==> src/hdl/wcc_pkg.sv <==
// Package for the wiper cascade control block
package wcc_pkg;
	localparam int NUM_POTS = 4;
	localparam int POS_W = 6;
	localparam int TAPS = 64;
	localparam int POS_LSB = 0;
	localparam int DISABLE_BIT = 6;
	localparam int CASCADE_BIT = 7;
	localparam logic [5:0] POS_MAX = 6'h3f;
	localparam logic [5:0] POS_MIN = 6'h00;
	localparam logic [7:0] POS_CTL_RESET = 8'h00;

	typedef enum logic [1:0] {
		WCC_OP_WRITE,
		WCC_OP_TRANSFER,
		WCC_OP_STEP,
		WCC_OP_RECALL
	} wcc_op_t;

	typedef struct packed {
		logic cascade;
		logic disable_w;
		logic [5:0] pos;
	} wcc_pos_ctl_t;

	typedef struct packed {
		logic valid;
		wcc_op_t op;
		logic [1:0] pot;
		logic up;
		logic [7:0] data;
	} wcc_cmd_t;
endpackage

==> src/hdl/wcc_top.sv <==
// Wiper position registers with cascade and disable handling
`timescale 1ns/1ps
`default_nettype none
module wcc_top
	import wcc_pkg::*;
(
	input wire logic sys_clk_in,
	input wire logic rst_in,
	input wire wcc_cmd_t cmd_in,
	input wire logic [7:0] recall_data_in [NUM_POTS],
	input wire logic [1:0] rd_pot_in,
	output logic [7:0] rd_data_out,
	output logic [TAPS-1:0] tap_sel_out [NUM_POTS]
);
	wcc_pos_ctl_t pos_ctl_q [NUM_POTS];
	wcc_pos_ctl_t pos_ctl_d [NUM_POTS];
	logic [7:0] rd_data_q, rd_data_d;
	logic [TAPS-1:0] tap_q [NUM_POTS];
	logic [TAPS-1:0] tap_d [NUM_POTS];
	logic [1:0] nb_up, nb_dn;
	logic link_up, link_dn;
	wcc_pos_ctl_t cur;

	// Neighbour in chain exists only if cascade flags link them
	always_comb begin
		cur = pos_ctl_q[cmd_in.pot];
		nb_up = cmd_in.pot + 2'd1;
		nb_dn = cmd_in.pot - 2'd1;
		link_up = (cmd_in.pot != 2'd3) && cur.cascade;
		link_dn = (cmd_in.pot != 2'd0) && pos_ctl_q[nb_dn].cascade;
	end

	// Next values: one pot per command, two on a cascade crossing, recall loads all four
	always_comb begin
		for (int i = 0; i < NUM_POTS; i++) begin
			pos_ctl_d[i] = pos_ctl_q[i];
		end
		if (cmd_in.valid) begin
			unique case (cmd_in.op)
				WCC_OP_WRITE,
				WCC_OP_TRANSFER: begin
					pos_ctl_d[cmd_in.pot] = cmd_in.data;
				end
				WCC_OP_RECALL: begin
					for (int i = 0; i < NUM_POTS; i++) begin
						pos_ctl_d[i] = recall_data_in[i];
					end
				end
				WCC_OP_STEP: begin
					// Disabled pot of a chain does not step on its own
					if (!cur.disable_w) begin
						if (cmd_in.up) begin
							if (cur.pos != POS_MAX) begin
								pos_ctl_d[cmd_in.pot].pos = cur.pos + 6'd1;
							end else if (link_up) begin
								pos_ctl_d[cmd_in.pot].disable_w = 1'b1;
								pos_ctl_d[nb_up].disable_w = 1'b0;
								pos_ctl_d[nb_up].pos = POS_MIN;
							end
						end else begin
							if (cur.pos != POS_MIN) begin
								pos_ctl_d[cmd_in.pot].pos = cur.pos - 6'd1;
							end else if (link_dn) begin
								pos_ctl_d[cmd_in.pot].disable_w = 1'b1;
								pos_ctl_d[nb_dn].disable_w = 1'b0;
								pos_ctl_d[nb_dn].pos = POS_MAX;
							end
						end
					end
				end
			endcase
		end
		// Read path registered, so data lags the select by one cycle
		rd_data_d = pos_ctl_q[rd_pot_in];
	end

	// One-hot tap decode, all open when disabled
	generate
		for (genvar g = 0; g < NUM_POTS; g++) begin : g_tap
			always_comb begin
				tap_d[g] = '0;
				if (!pos_ctl_q[g].disable_w) begin
					tap_d[g][pos_ctl_q[g].pos] = 1'b1;
				end
			end
			assign tap_sel_out[g] = tap_q[g];
		end
	endgenerate

	// Reset clears all; power-up recall is a separate command
	always_ff @(posedge sys_clk_in) begin
		if (rst_in) begin
			for (int i = 0; i < NUM_POTS; i++) begin
				pos_ctl_q[i] <= POS_CTL_RESET;
				tap_q[i] <= '0;
			end
			rd_data_q <= 8'h00;
		end else begin
			for (int i = 0; i < NUM_POTS; i++) begin
				pos_ctl_q[i] <= pos_ctl_d[i];
				tap_q[i] <= tap_d[i];
			end
			rd_data_q <= rd_data_d;
		end
	end
	assign rd_data_out = rd_data_q;

	// Enabled wiper closes the switch of its own position
	generate
		for (genvar g = 0; g < NUM_POTS; g++) begin : g_tap_chk

		end
	endgenerate
endmodule
`default_nettype wire

==> config.mk <==
export PLATFORM = sky130hd
export DESIGN_NAME = wcc_top
export DESIGN_NICKNAME = d
export VERILOG_FILES = /design/src/hdl/wcc_pkg.sv /design/src/hdl/wcc_top.sv
export SDC_FILE = /design/constraint.sdc
export NUM_CORES = 1
export LEC_CHECK = 0
export ABC_CLOCK_PERIOD_IN_PS = 4400
export BUFFER_PORTS_ARGS = -buffer_cell sky130_fd_sc_hd__buf_4
export CAP_MARGIN = 20
export CORE_UTILIZATION = 35
export CTS_CLUSTER_DIAMETER = 120
export DETAILED_ROUTE_END_ITERATION = 10
export PLACE_DENSITY_LB_ADDON = 0.15
export SLEW_MARGIN = 20
export SYNTH_ARGS = -nofsm -noshare
export SYNTH_HDL_FRONTEND = slang
export SYNTH_SLANG_ARGS = --single-unit
==> constraint.sdc <==
create_clock -name sys_clk_in -period 4.4 [get_ports sys_clk_in]
set_clock_uncertainty 0.05 [all_clocks]
set_input_delay 0.66 -clock sys_clk_in [delete_from_list [all_inputs] [get_ports sys_clk_in]]
set_output_delay 0.66 -clock sys_clk_in [all_outputs]
set_load 0.03 [all_outputs]
### Word level (Yosys, flattened, before mapping)

Memories as Yosys holds them, arrays and structs flattened. A register that Yosys moved wholly into a read port is not among the register bits.
Index checks and enable logic that the tools add are counted.

| cells by class | value |
|---|---|
| add/subtract/negate cells | 4 |
| $lt $le $gt $ge | 14 |
| equal/unequal tests | 5 |
| muxes and demuxes | 53 |
| bitwise logic cells | 11 |
| reductions and logical operators | 13 |

Operators by type and width:

| operator | count |
|---|---|
| 64-bit two-way mux | 8 |
| 32-bit bitwise mux | 8 |
| 32-bit two-way mux | 7 |
| 8-bit demux with 2-bit select | 7 |
| 32-bit case mux with 3 select lines | 1 |
| 8-bit two-way mux | 5 |
| 6-bit by 7-bit < comparator with 1-bit output (second input constant) | 4 |
| 1-bit demux with 6-bit select | 4 |
| 6-bit by 1-bit >= comparator with 1-bit output (second input constant) | 4 |
| 7-bit two-way mux | 3 |
| 6-bit two-way mux | 3 |
| 3-bit >= comparator (second input constant) | 3 |
| 1-bit logical AND | 9 |
| 3-bit by 1-bit < comparator with 1-bit output (second input constant) | 3 |
| 2-bit inverter with 3-bit output | 3 |
| 1-bit bitwise OR | 8 |
| 1-bit two-way mux | 7 |
| 6-bit by 1-bit adder with 6-bit output (second input constant) | 1 |
| 6-bit inequality test (second input constant) | 1 |
| 6-bit nonzero test | 1 |
| 6-bit by 1-bit subtractor with 6-bit output (second input constant) | 1 |
| 2-bit == test (second input constant) | 2 |
| 2-bit by 1-bit adder with 2-bit output (second input constant) | 1 |
| 2-bit by 1-bit == test with 1-bit output (second input constant) | 1 |
| other kinds (5) | 5 |

| word-level totals | value |
|---|---|
| register bits after elaboration | 0 |
| RAM bits | 288 |
| input port bits | 50 |
| output and inout port bits | 264 |
| logic and storage cells | 102 |
| memories | 2 |

Memory list:

| memory | depth | width | rd ports | clocked after Yosys merged registers in | wr ports | RTL line | RTL |
|---|---|---|---|---|---|---|---|
| tap_q | 4 | 64 | 4 | 0 | 4 | wcc_top.sv:18 | `logic [TAPS-1:0] tap_q [NUM_POTS];` |
| pos_ctl_q | 4 | 8 | 7 | 1 | 4 | wcc_top.sv:15 | `wcc_pos_ctl_t pos_ctl_q [NUM_POTS];` |

### Longest topological paths before layout

Gate-level depths: netlist of the first run.

| logic depth | value |
|---|---|
| depth after elaboration | 15 |
| mapped depth | 14 |

### Worst setup path before layout of the first run

No wires, ideal clock.

| path | value |
|---|---|
| kind | input-to-reg |
| start | input port cmd_in[9] (netlist name) |
| end | register with a tool-made name |
| setup time | 0.086 ns |
| arrival | 3.475 ns |
| setup slack | 0.789 ns |
| cell stages on the path | 11 |
| path buffers | 2 |
| cells stage by stage | buf_6 > buf_2 > mux4_2 > ha_1 > and2_1 > a22o_1 > nand3_1 > mux2i_1 > a221oi_1 > o311a_1 > a211oi_1 |

RTL lines:

| element | RTL line | RTL |
|---|---|---|
| start, declared | wcc_top.sv:9 | `input wire wcc_cmd_t cmd_in,` |

==> flow_metrics.tcl, run 1 <==
set metrics [dict create \
    status "complete, no violations" \
    clk_path_buf_depth 3 \
    setup_viol 0 \
    cp.required_ps 4810 \
    core_sq_um 28900 \
    dieArea_sq_um 30100 \
    syn_area_per_cell_sq_um 9.51 \
    synthMuxAreaShare_pct 4.70 \
    whs_path_depth 3 \
    crit_type "flip-flop to flip-flop" \
    finalHoldViolations 0 \
    dp_hpwl_um 25500 \
    min_period_over_period_pct 76.1 \
    chipWidth_um 174 \
    grt_pass1_vias 8836 \
    grt_pass1_wl_um 53700 \
    rows 62 \
    max_stage_delay_ps 600 \
    cp_slowest_cell "mux4_2" \
    clk_pin_slew_ps 60 \
    clock.fmax_mhz 299 \
    clockRootBuffer "clkbuf_16" \
    postCtsSetupBuffers 0 \
    synth_top_family_by_area "simple AND/OR/NAND/NOR gates" \
    vias 9196 \
    min_path_type "input port to flip-flop" \
    ff2ff_path_depth 10 \
    relSlewSlack_pct 43.1 \
    drive_gt1_share_pct 30.3 \
    layout.cells.non_filler 1788 \
    postCtsHoldBufs 0 \
    start_util_pct 35.7 \
    synth.yosys.warnings 0 \
    wire_per_inst_um 20.0 \
    clock_sinks 296 \
    multiInputGateArea_sq_um 3960 \
    port_buffers 313 \
    setup.worst_path.start_class "flip-flop" \
    leakage_nw 5.96 \
    max_slew.worst_pin.slew_ps 853 \
    hold_start "recall_data_in[16]" \
    postSynth.asyncResetShare_pct 0 \
    power.density_nw_per_um2 441 \
    peakVddDrop_mv 0.553 \
    n_fill_cell 2799 \
    ys.flop_type "dfxtp_1" \
    cp_max_fo 10 \
    netlist_area_sq_um 10300 \
    ys_seq_elements 296 \
    nNetsFinal 1439 \
    yosys.area_share.simple_pct 19.1 \
    seqCellArea_sq_um 5930 \
    maxSlewViolCount 0 \
    wl_um 35700 \
    ys_seq_area_share_pct 57.5 \
    synth-edff-count 0 \
    max-cap-violations 0 \
    post-route-util_pct 48.7 \
    r2r_setup_slack_ps 1050 \
    synth-adder-area-share_pct 0.729 \
    area_delta_synth_final_pct 36.6 \
    ant_nets 0 \
    vias_per_cell 5.14 \
    synth_compound_area_share_pct 13.5 \
    fin_crit_ps 3350 \
    drc 0 \
    tns_ps 0 \
    clock_latency_ps 550 \
    cp-end-kind "flip-flop" \
    synth_fp_nets 1139 \
    synthCells 1083 \
    drt_pass1_iterations 5 \
    ctsResizeCount 0 \
    antenna_found_initial 0 \
    rsz0062_at_grt "no" \
    synth_xor_xnor_area_share_pct 0.425 \
    grt_overflow_total 0 \
    crit_chain "mux4_2 -> ha_1 -> and2_1 -> a22o_1 -> nand4_1 -> and4_1 -> buf_4 -> o21a_1 -> a21oi_1 -> a311oi_1" \
    htree_levels 1 \
    diodes 0 \
    place.gp.congestion 0.956 \
    track_usage_pct 23.1 \
    path_buf_inv 1 \
    synth_cell_types 70 \
    cts_tree "done" \
    path_delay_family "compound AO/OA/AOI/OAI gates" \
    numCtsBuffers 30 \
    ios 314 \
    dp.cells 1734 \
    dieHeight_um 174 \
    grt_max_degree 38 \
    drtIter0Drc 829 \
    cp.arrival_ps 3760 \
]
placed cells by master (no fill, tap or decap), types with 4 or more instances in the layout:
| master | n |
|---|---|
| mux2_2 | 4 |
| buf_4 | 340 |
| or3b_2 | 4 |
| nor2_1 | 293 |
| nand2b_1 | 6 |
| nand2_1 | 48 |
| nor2b_1 | 8 |
| o21ai_0 | 16 |
| nand3_1 | 26 |
| xnor2_1 | 4 |
| nor3_1 | 19 |
| a22oi_1 | 13 |
| o21ai_1 | 6 |
| o211ai_1 | 9 |
| or3_1 | 7 |
| o22a_1 | 7 |
| dfxtp_1 | 296 |
| inv_1 | 21 |
| mux4_2 | 15 |
| a221o_1 | 4 |
| clkbuf_8 | 7 |
| a31oi_1 | 18 |
| nand3b_1 | 13 |
| ha_1 | 6 |
| and2_1 | 12 |
| bufinv_16 | 4 |
| clkbuf_16 | 31 |
| a21oi_1 | 62 |
| a221oi_1 | 12 |
| a21o_1 | 5 |
| o31ai_1 | 4 |
| a22o_1 | 7 |
cell type report:
class | instances | share of cell area (%)
sequential | 296 | 42.1
multi-input combinational | 692 | 28.2
timing repair buffer | 341 | 18.2
clock buffer | 41 | 6.28
tap | 384 | 3.42
clock inverter | 12 | 1.25
inverter | 22 | 0.587
stage by stage:
step | hold slack [ps] | setup slack (ps) | area, sq um | total power, mW
final | 351 | 1050 | 14100 | 6.20
after CTS | 335 | 1090 | 14100 | 6.23
after global routing | 358 | 804 | 14100 | 6.41
after global placement | 510 | 629 | 13000 | 3.57
after floorplan | 441 | 789 | 10300 | 3.28
after detailed placement | 514 | 549 | 13000 | 3.57
cells by family (layout without fill, tap and decap cells):
group / Yosys count / after routing
flops: 296 / 296
xor+xnor: 5 / 5
simple gates: 452 / 452
mux: 25 / 25
compound gates: 204 / 204
fa+ha+maj: 6 / 6
buf+inv: 95 / 416
synthesized netlist by cell type, types with 4 or more instances:
cell      instances  area share, %
nor2_1          293             11
buf_6             6           0.66
inv_1            21           0.77
or3b_2            4           0.34
o21ai_0          16           0.78
o22a_1            7           0.60
mux2_2            4           0.44
nand3_1          26            1.3
nand2b_1          6           0.36
a22oi_1          13           0.95
and2_1           12           0.73
nor3_1           19           0.92
buf_1             4           0.15
o211ai_1          9           0.66
ha_1              6           0.73
a221o_1           4           0.39
o21ai_1           6           0.29
a221oi_1         12            1.0
a21oi_1          62            3.0
dfxtp_1         296             58
buf_2             8           0.39
clkbuf_1         54            2.0
o31ai_1           4           0.29
nand3b_1         13           0.95
a31oi_1          18            1.1
nor2b_1           8           0.49
a21o_1            5           0.36
nand2_1          48            1.7
mux4_2           15            3.3
or3_1             7           0.43
xnor2_1           4           0.34
a22o_1            7           0.60
worst reg2reg max path, cell delays in order (launching register included):
cell      delay (ps)
dfxtp_1          430
mux4_2           600
ha_1             290
and2_1           180
a22o_1           300
nand4_1          120
and4_1           430
buf_4            250
o21a_1           280
a21oi_1          100
a311oi_1         230
power by group:
group / internal [mW] / switching [mW] / leakage [nW]
Combinational: 0.250 / 0.480 / 3.06
Clock: 1.63 / 1.04 / 0.513
Sequential: 2.73 / 0.0677 / 2.39
Total: 4.61 / 1.59 / 5.96
layer usage:
layer / up-vias / share of wire (%) / track usage, %
li1: 4315 / - / -
met1: 4308 / 41 / 29.5
met2: 482 / 44 / 36.1
met3: 91 / 11 / 7.37
met4: 0 / 4.2 / 9.22
met5: - / 0 / 0
worst max path at each step:
stage | cells past startpoint | to | slack (ps) | from
finish | 10 | flip-flop | 1050 | flip-flop
global route | 10 | flip-flop | 800 | flip-flop
CTS | 10 | flip-flop | 1090 | flip-flop
detailed placement | 11 | flip-flop | 550 | cmd_in[9]
global placement | 11 | flip-flop | 630 | cmd_in[9]
floorplan | 11 | flip-flop | 790 | cmd_in[9]
(Power assumes the default switching activity.)
==> run 2, diff against run 1 <==
ABC_CLOCK_PERIOD_IN_PS = 3000   (was 4400)
clock period = 3 ns   (was 4.4 ns; I/O delays follow)
==> run 2 against run 1 <==
Net effect: first-iteration DRC count decreased by 11%; sequential share of layout area decreased by 1.4 points; sequential power increased by 45%; maximum frequency increased by 16%; register-to-register slack got worse by 940 ps; die area unchanged; power increased by 46%; clock power increased by 40%; global-route usage increased by 0.81 points; highest routed layer unchanged; setup slack got worse by 940 ps; critical path depth decreased by 1.
==> flow_metrics.tcl, run 2 (same netlist as run 1, synthesis figures left out) <==
set metrics [dict create \
    status "complete, no violations" \
    grt_pass1_vias 9072 \
    antenna_found_initial 0 \
    leakage_nw 6.25 \
    power.total_mw 9.05 \
    n_fill_cell 2770 \
    power.switching_mw 2.38 \
    clock_sinks 296 \
    whs_path_depth 3 \
    dieHeight_um 174 \
    max-cap-violations 0 \
    ios 314 \
    gr-usage-met1_pct 30.6 \
    ff2ff_path_depth 9 \
    final_cell_mix "buf_4, dfxtp_1, nor2_1" \
    rsz0062_at_grt "no" \
    nNetsFinal 1500 \
    track_usage_pct 23.9 \
    clock.fmax_mhz 346 \
    ant_nets 0 \
    dieArea_sq_um 30100 \
    min_period_over_period_pct 96.3 \
    setup_viol 0 \
    cp-end-kind "flip-flop" \
    rows 62 \
    power.density_nw_per_um2 622 \
    grt_max_degree 36 \
    finalHoldViolations 0 \
    cp_max_fo 13 \
    place.gp.congestion 0.942 \
    area_delta_synth_final_pct 41.3 \
    crit_type "flip-flop to flip-flop" \
    design_area_sq_um 14600 \
    p_int_mw 6.67 \
    postCtsHoldBufs 0 \
    hold_start "recall_data_in[8]" \
    core_sq_um 28900 \
    dp_worst_setup_slack_ps -111 \
    drc 0 \
    dp_hpwl_um 27000 \
    final_common_cell "buf_4" \
    grt_overflow_total 0 \
    placed_area_sq_um 13600 \
    htree_levels 1 \
    post-route-util_pct 50.4 \
    grt_most_used_layer "met2" \
    clk_path_buf_depth 3 \
    chipWidth_um 174 \
    p_seq_share_pct 44.9 \
    setup.worst_path.start_class "flip-flop" \
    port_buffers 313 \
    min_path_type "input port to flip-flop" \
    wl_um 36600 \
    postCtsSetupBuffers 0 \
    drive_gt1_share_pct 33.9 \
    vias 9332 \
    numCtsBuffers 30 \
    diodes 0 \
    drtIter0Drc 734 \
    clk_pin_slew_ps 70 \
    swShare_pct 26.3 \
    ctsResizeCount 0 \
    start_util_pct 35.7 \
    met2_usage_pct 38.4 \
    fin_crit_ps 2890 \
    drt_pass1_iterations 5 \
    clkPwrFrac_pct 41.3 \
    relSlewSlack_pct 54.2 \
    vias_per_cell 5.04 \
    pwr-share-comb_pct 13.9 \
    peakVddDrop_mv 0.493 \
    cts_tree "done" \
    max_slew.worst_pin.slew_ps 682 \
    grt_pass1_wl_um 55700 \
    cp.arrival_ps 3320 \
    timing.final.ws_setup_ps 111 \
    clock_latency_ps 560 \
    r2r_setup_slack_ps 110 \
    clockRootBuffer "clkbuf_16" \
    maxSlewViolCount 0 \
    cp.required_ps 3430 \
    gr-usage-met3_pct 6.89 \
    wire_per_inst_um 19.7 \
]
==> run 2: cell count changes in the layout (fill, tap and decap cells not counted), moves of 3 or more <==
cell,previous run,this run
buf_4,340,402
clkbuf_1,3,8
a221oi_1,12,9
a221oi_2,0,3
==> run 2: cell type report <==
class                      count  area [sq um]  share of cell area [%]
timing repair buffer         402          3020                    20.7
tap                          384           480                    3.30
sequential                   296          5930                    40.7
clock buffer                  44           875                    6.01
inverter                      22          82.6                   0.567
clock inverter                12           125                   0.860
multi-input combinational    692          4050                    27.8
==> run 2: worst max path at each step <==
stage               from        end  slack [ps]  depth (start not counted)
6_report       flip-flop  flip-flop         110                          9
5_1_grt        flip-flop  flip-flop           1                          9
4_1_cts        flip-flop  flip-flop         140                          9
3_5_place_dp   cmd_in[9]  flip-flop        -110                         10
3_3_place_gp   cmd_in[9]  flip-flop         -70                         10
2_1_floorplan  cmd_in[9]  flip-flop         -70                         12
==> run 2: power by group through the flow <==
stage | clock (mW) | combinational [mW] | sequential, mW
after floorplan | 0 | 0.643 | 4.19
after global placement | 0 | 1.24 | 4.14
after detailed placement | 0 | 1.24 | 4.14
after CTS | 3.81 | 1.24 | 4.06
after global routing | 3.97 | 1.34 | 4.06
final | 3.73 | 1.26 | 4.06
==> run 2: worst max-delay path: stages (launching register included) <==
cell and delay, ps:
dfxtp_1 360, mux4_2 560, ha_4 190, and2_1 120
a22o_1 310, nand4_1 130, and4_1 350, o21a_2 380
a21oi_1 110, a311oi_1 240
==> run 2: metal layers <==
metal / vias up / routed length [um]
li1: 4422 / -
met2: 439 / 16600
met3: 81 / 3450
met5: - / 0
met4: 0 / 1230
met1: 4390 / 15200
==> run 2: per-stage QoR <==
step	setup TNS, ps	hold WS (ps)	cells
6_report	0	152	1852
5_1_grt	0	167	1852
3_3_place_gp	-335	494	1796
2_1_floorplan	-294	441	1083
3_5_place_dp	-1460	503	1796
4_1_cts	0	132	1852
==> run 3, diff against run 2 <==
ABC_CLOCK_PERIOD_IN_PS = 2700   (was 3000)
clock period = 2.7 ns   (was 3 ns; I/O delays follow)
==> run 3 against run 2 <==
Net effect: the run now ends with negative setup slack left; largest power group unchanged; largest cell class unchanged; combinational power rose by 25%; clock-buffer cell count increased by 1; first-iteration DRC count increased by 2.2%; global-route usage up 0.81 points; setup slack worse by 200 ps; sequential share of layout area shrank 1.1 points; register-to-register slack worse by 200 ps; critical path depth is 1 higher; maximum frequency is 3.7% higher; clock power rose by 11%; sequential power increased by 11%; non-clock buffer count is 29 higher.
==> flow_metrics.tcl, run 3 (same netlist as run 1, synthesis figures left out) <==
set metrics [dict create \
    status "finished, violations left" \
    violations "negative setup slack" \
    grt_max_degree 35 \
    finalHoldViolations 0 \
    crit_chain "mux4_2 -> ha_4 -> and2_4 -> a22o_4 -> and3_4 -> mux2i_4 -> buf_4 -> a221oi_2 -> o311ai_1 -> o211a_1" \
    grt_pass1_vias 9303 \
    clock_sinks 296 \
    cp.required_ps 3090 \
    design_area_sq_um 15000 \
    power.total_mw 10.2 \
    place.gp.congestion 0.961 \
    power.switching_mw 2.69 \
    core_sq_um 28900 \
    pwr-share-comb_pct 15.4 \
    crit_type "flip-flop to flip-flop" \
    drc 0 \
    area_delta_synth_final_pct 45.4 \
    power.density_nw_per_um2 682 \
    dieArea_sq_um 30100 \
    final_common_cell "buf_4" \
    drive_gt1_share_pct 36.9 \
    dp_hpwl_um 27800 \
    vias_per_cell 5.10 \
    clock_latency_ps 570 \
    maxSlewViolCount 0 \
    r2r_setup_slack_ps -90 \
    ant_nets 0 \
    clkPwrFrac_pct 40.5 \
    min_period_over_period_pct 103 \
    leakage_nw 6.46 \
    clk_pin_slew_ps 60 \
    relSlewSlack_pct 59.8 \
    timing.final.ws_setup_ps -86.2 \
    final_cell_mix "buf_4, nor2_1, dfxtp_1" \
    setup_viol 12 \
    chipWidth_um 174 \
    p_seq_share_pct 44.2 \
    cp-end-kind "flip-flop" \
    whs_path_depth 3 \
    cp_slowest_cell "mux4_2" \
    path_buf_inv 1 \
    drtIter0Drc 750 \
    wire_per_inst_um 20.2 \
    port_buffers 313 \
    swShare_pct 26.4 \
    rsz0062_at_grt "yes" \
    placed_area_sq_um 13700 \
    cp_max_fo 6 \
    clock.fmax_mhz 359 \
    min_path_type "input port to flip-flop" \
    max_stage_delay_ps 560 \
    ios 314 \
    wl_um 38000 \
    grt_pass1_wl_um 57700 \
    htree_levels 1 \
    rows 62 \
    max_slew.worst_pin.slew_ps 601 \
    start_util_pct 35.7 \
    clockRootBuffer "clkbuf_16" \
    path_delay_family "multiplexers" \
    max-cap-violations 0 \
    diodes 0 \
    ff2ff_path_depth 10 \
    cp.arrival_ps 3170 \
    p_int_mw 7.52 \
    drt_pass1_iterations 5 \
    vias 9585 \
    setup.worst_path.start_class "flip-flop" \
    cts_tree "done" \
    numCtsBuffers 30 \
    hold_start "recall_data_in[16]" \
    layout.cells.non_filler 1878 \
    antenna_found_initial 0 \
    track_usage_pct 24.7 \
    peakVddDrop_mv 0.515 \
    cp.depth 10 \
    fin_crit_ps 2790 \
    clk_path_buf_depth 3 \
    postCtsHoldBufs 0 \
    dieHeight_um 174 \
    nNetsFinal 1530 \
    grt_overflow_total 0 \
    dp.cells 1814 \
]
==> run 3: changes by cell type in the layout (fill, tap and decap cells not counted), sizes merged <==
cell,delta
and3,+1
buf,+29
clkbuf,+1
clkinv,-4
clkinvlp,-2
inv,+1
==> run 3: worst reg2reg max path, cell delays in order, from the launching register on <==
cell and delay [ps]:
dfxtp_1 360, mux4_2 560, ha_4 210, and2_4 140, a22o_4 290, and3_4 210, mux2i_4 230, buf_4 160
a221oi_2 210, o311ai_1 110, o211a_1 150
==> run 3: final cells by class <==
class / instances / area [sq um]
repair buffers: 431 / 3280
clock buffers: 45 / 887
flip-flops and latches: 296 / 5930
fillers: 2757 / 13900
multi-input cells: 693 / 4210
clock inverters: 7 / 110
inverters: 22 / 82.6
well taps: 384 / 480
==> run 3: how the worst min path moves through the flow <==
stage | to | slack [ps]
2_1_floorplan | flip-flop | 440
3_3_place_gp | flip-flop | 510
3_5_place_dp | flip-flop | 500
4_1_cts | flip-flop | 80
5_1_grt | flip-flop | 90
6_report | flip-flop | 90
==> run 3: through the flow <==
stage | worst slack [ps] | setup TNS, ps | util (%) | hold slack, ps
floorplan | -316 | -6810 | - | 441
CTS | -32.7 | -85.7 | 51.3 | 79.4
global placement | -354 | -7240 | 47.5 | 507
finish | -86.2 | -366 | 51.9 | 86.9
detailed placement | -400 | -8860 | 47.5 | 497
global route | -133 | -1910 | 51.9 | 87.2
==> run 3: repair_timing <==
action / 4_1_cts / 5_1_grt
endpoints found under the setup margin: 29 / 28
gates resized for setup: 16 / 27
pin swaps: 3 / 25
setup buffers: 4 / 7
cloned: 1 / 0
==> run 3: routing by layer <==
layer  wire length, um  up-vias  track usage [%]
met5                 0        -                0
met1             15900     4526             32.7
met4              1230        0             9.03
li1                  -     4497                -
met3              3470       74             5.39
met2             17400      488             39.6
==> run 3: power groups by stage <==
stage          clock (mW)  sequential, mW  combinational [mW]
3_5_place_dp            0            4.60                1.46
6_report             4.13            4.51                1.57
5_1_grt              4.42            4.51                1.65
3_3_place_gp            0            4.60                1.46
4_1_cts              4.23            4.51                1.49
2_1_floorplan           0            4.66               0.718
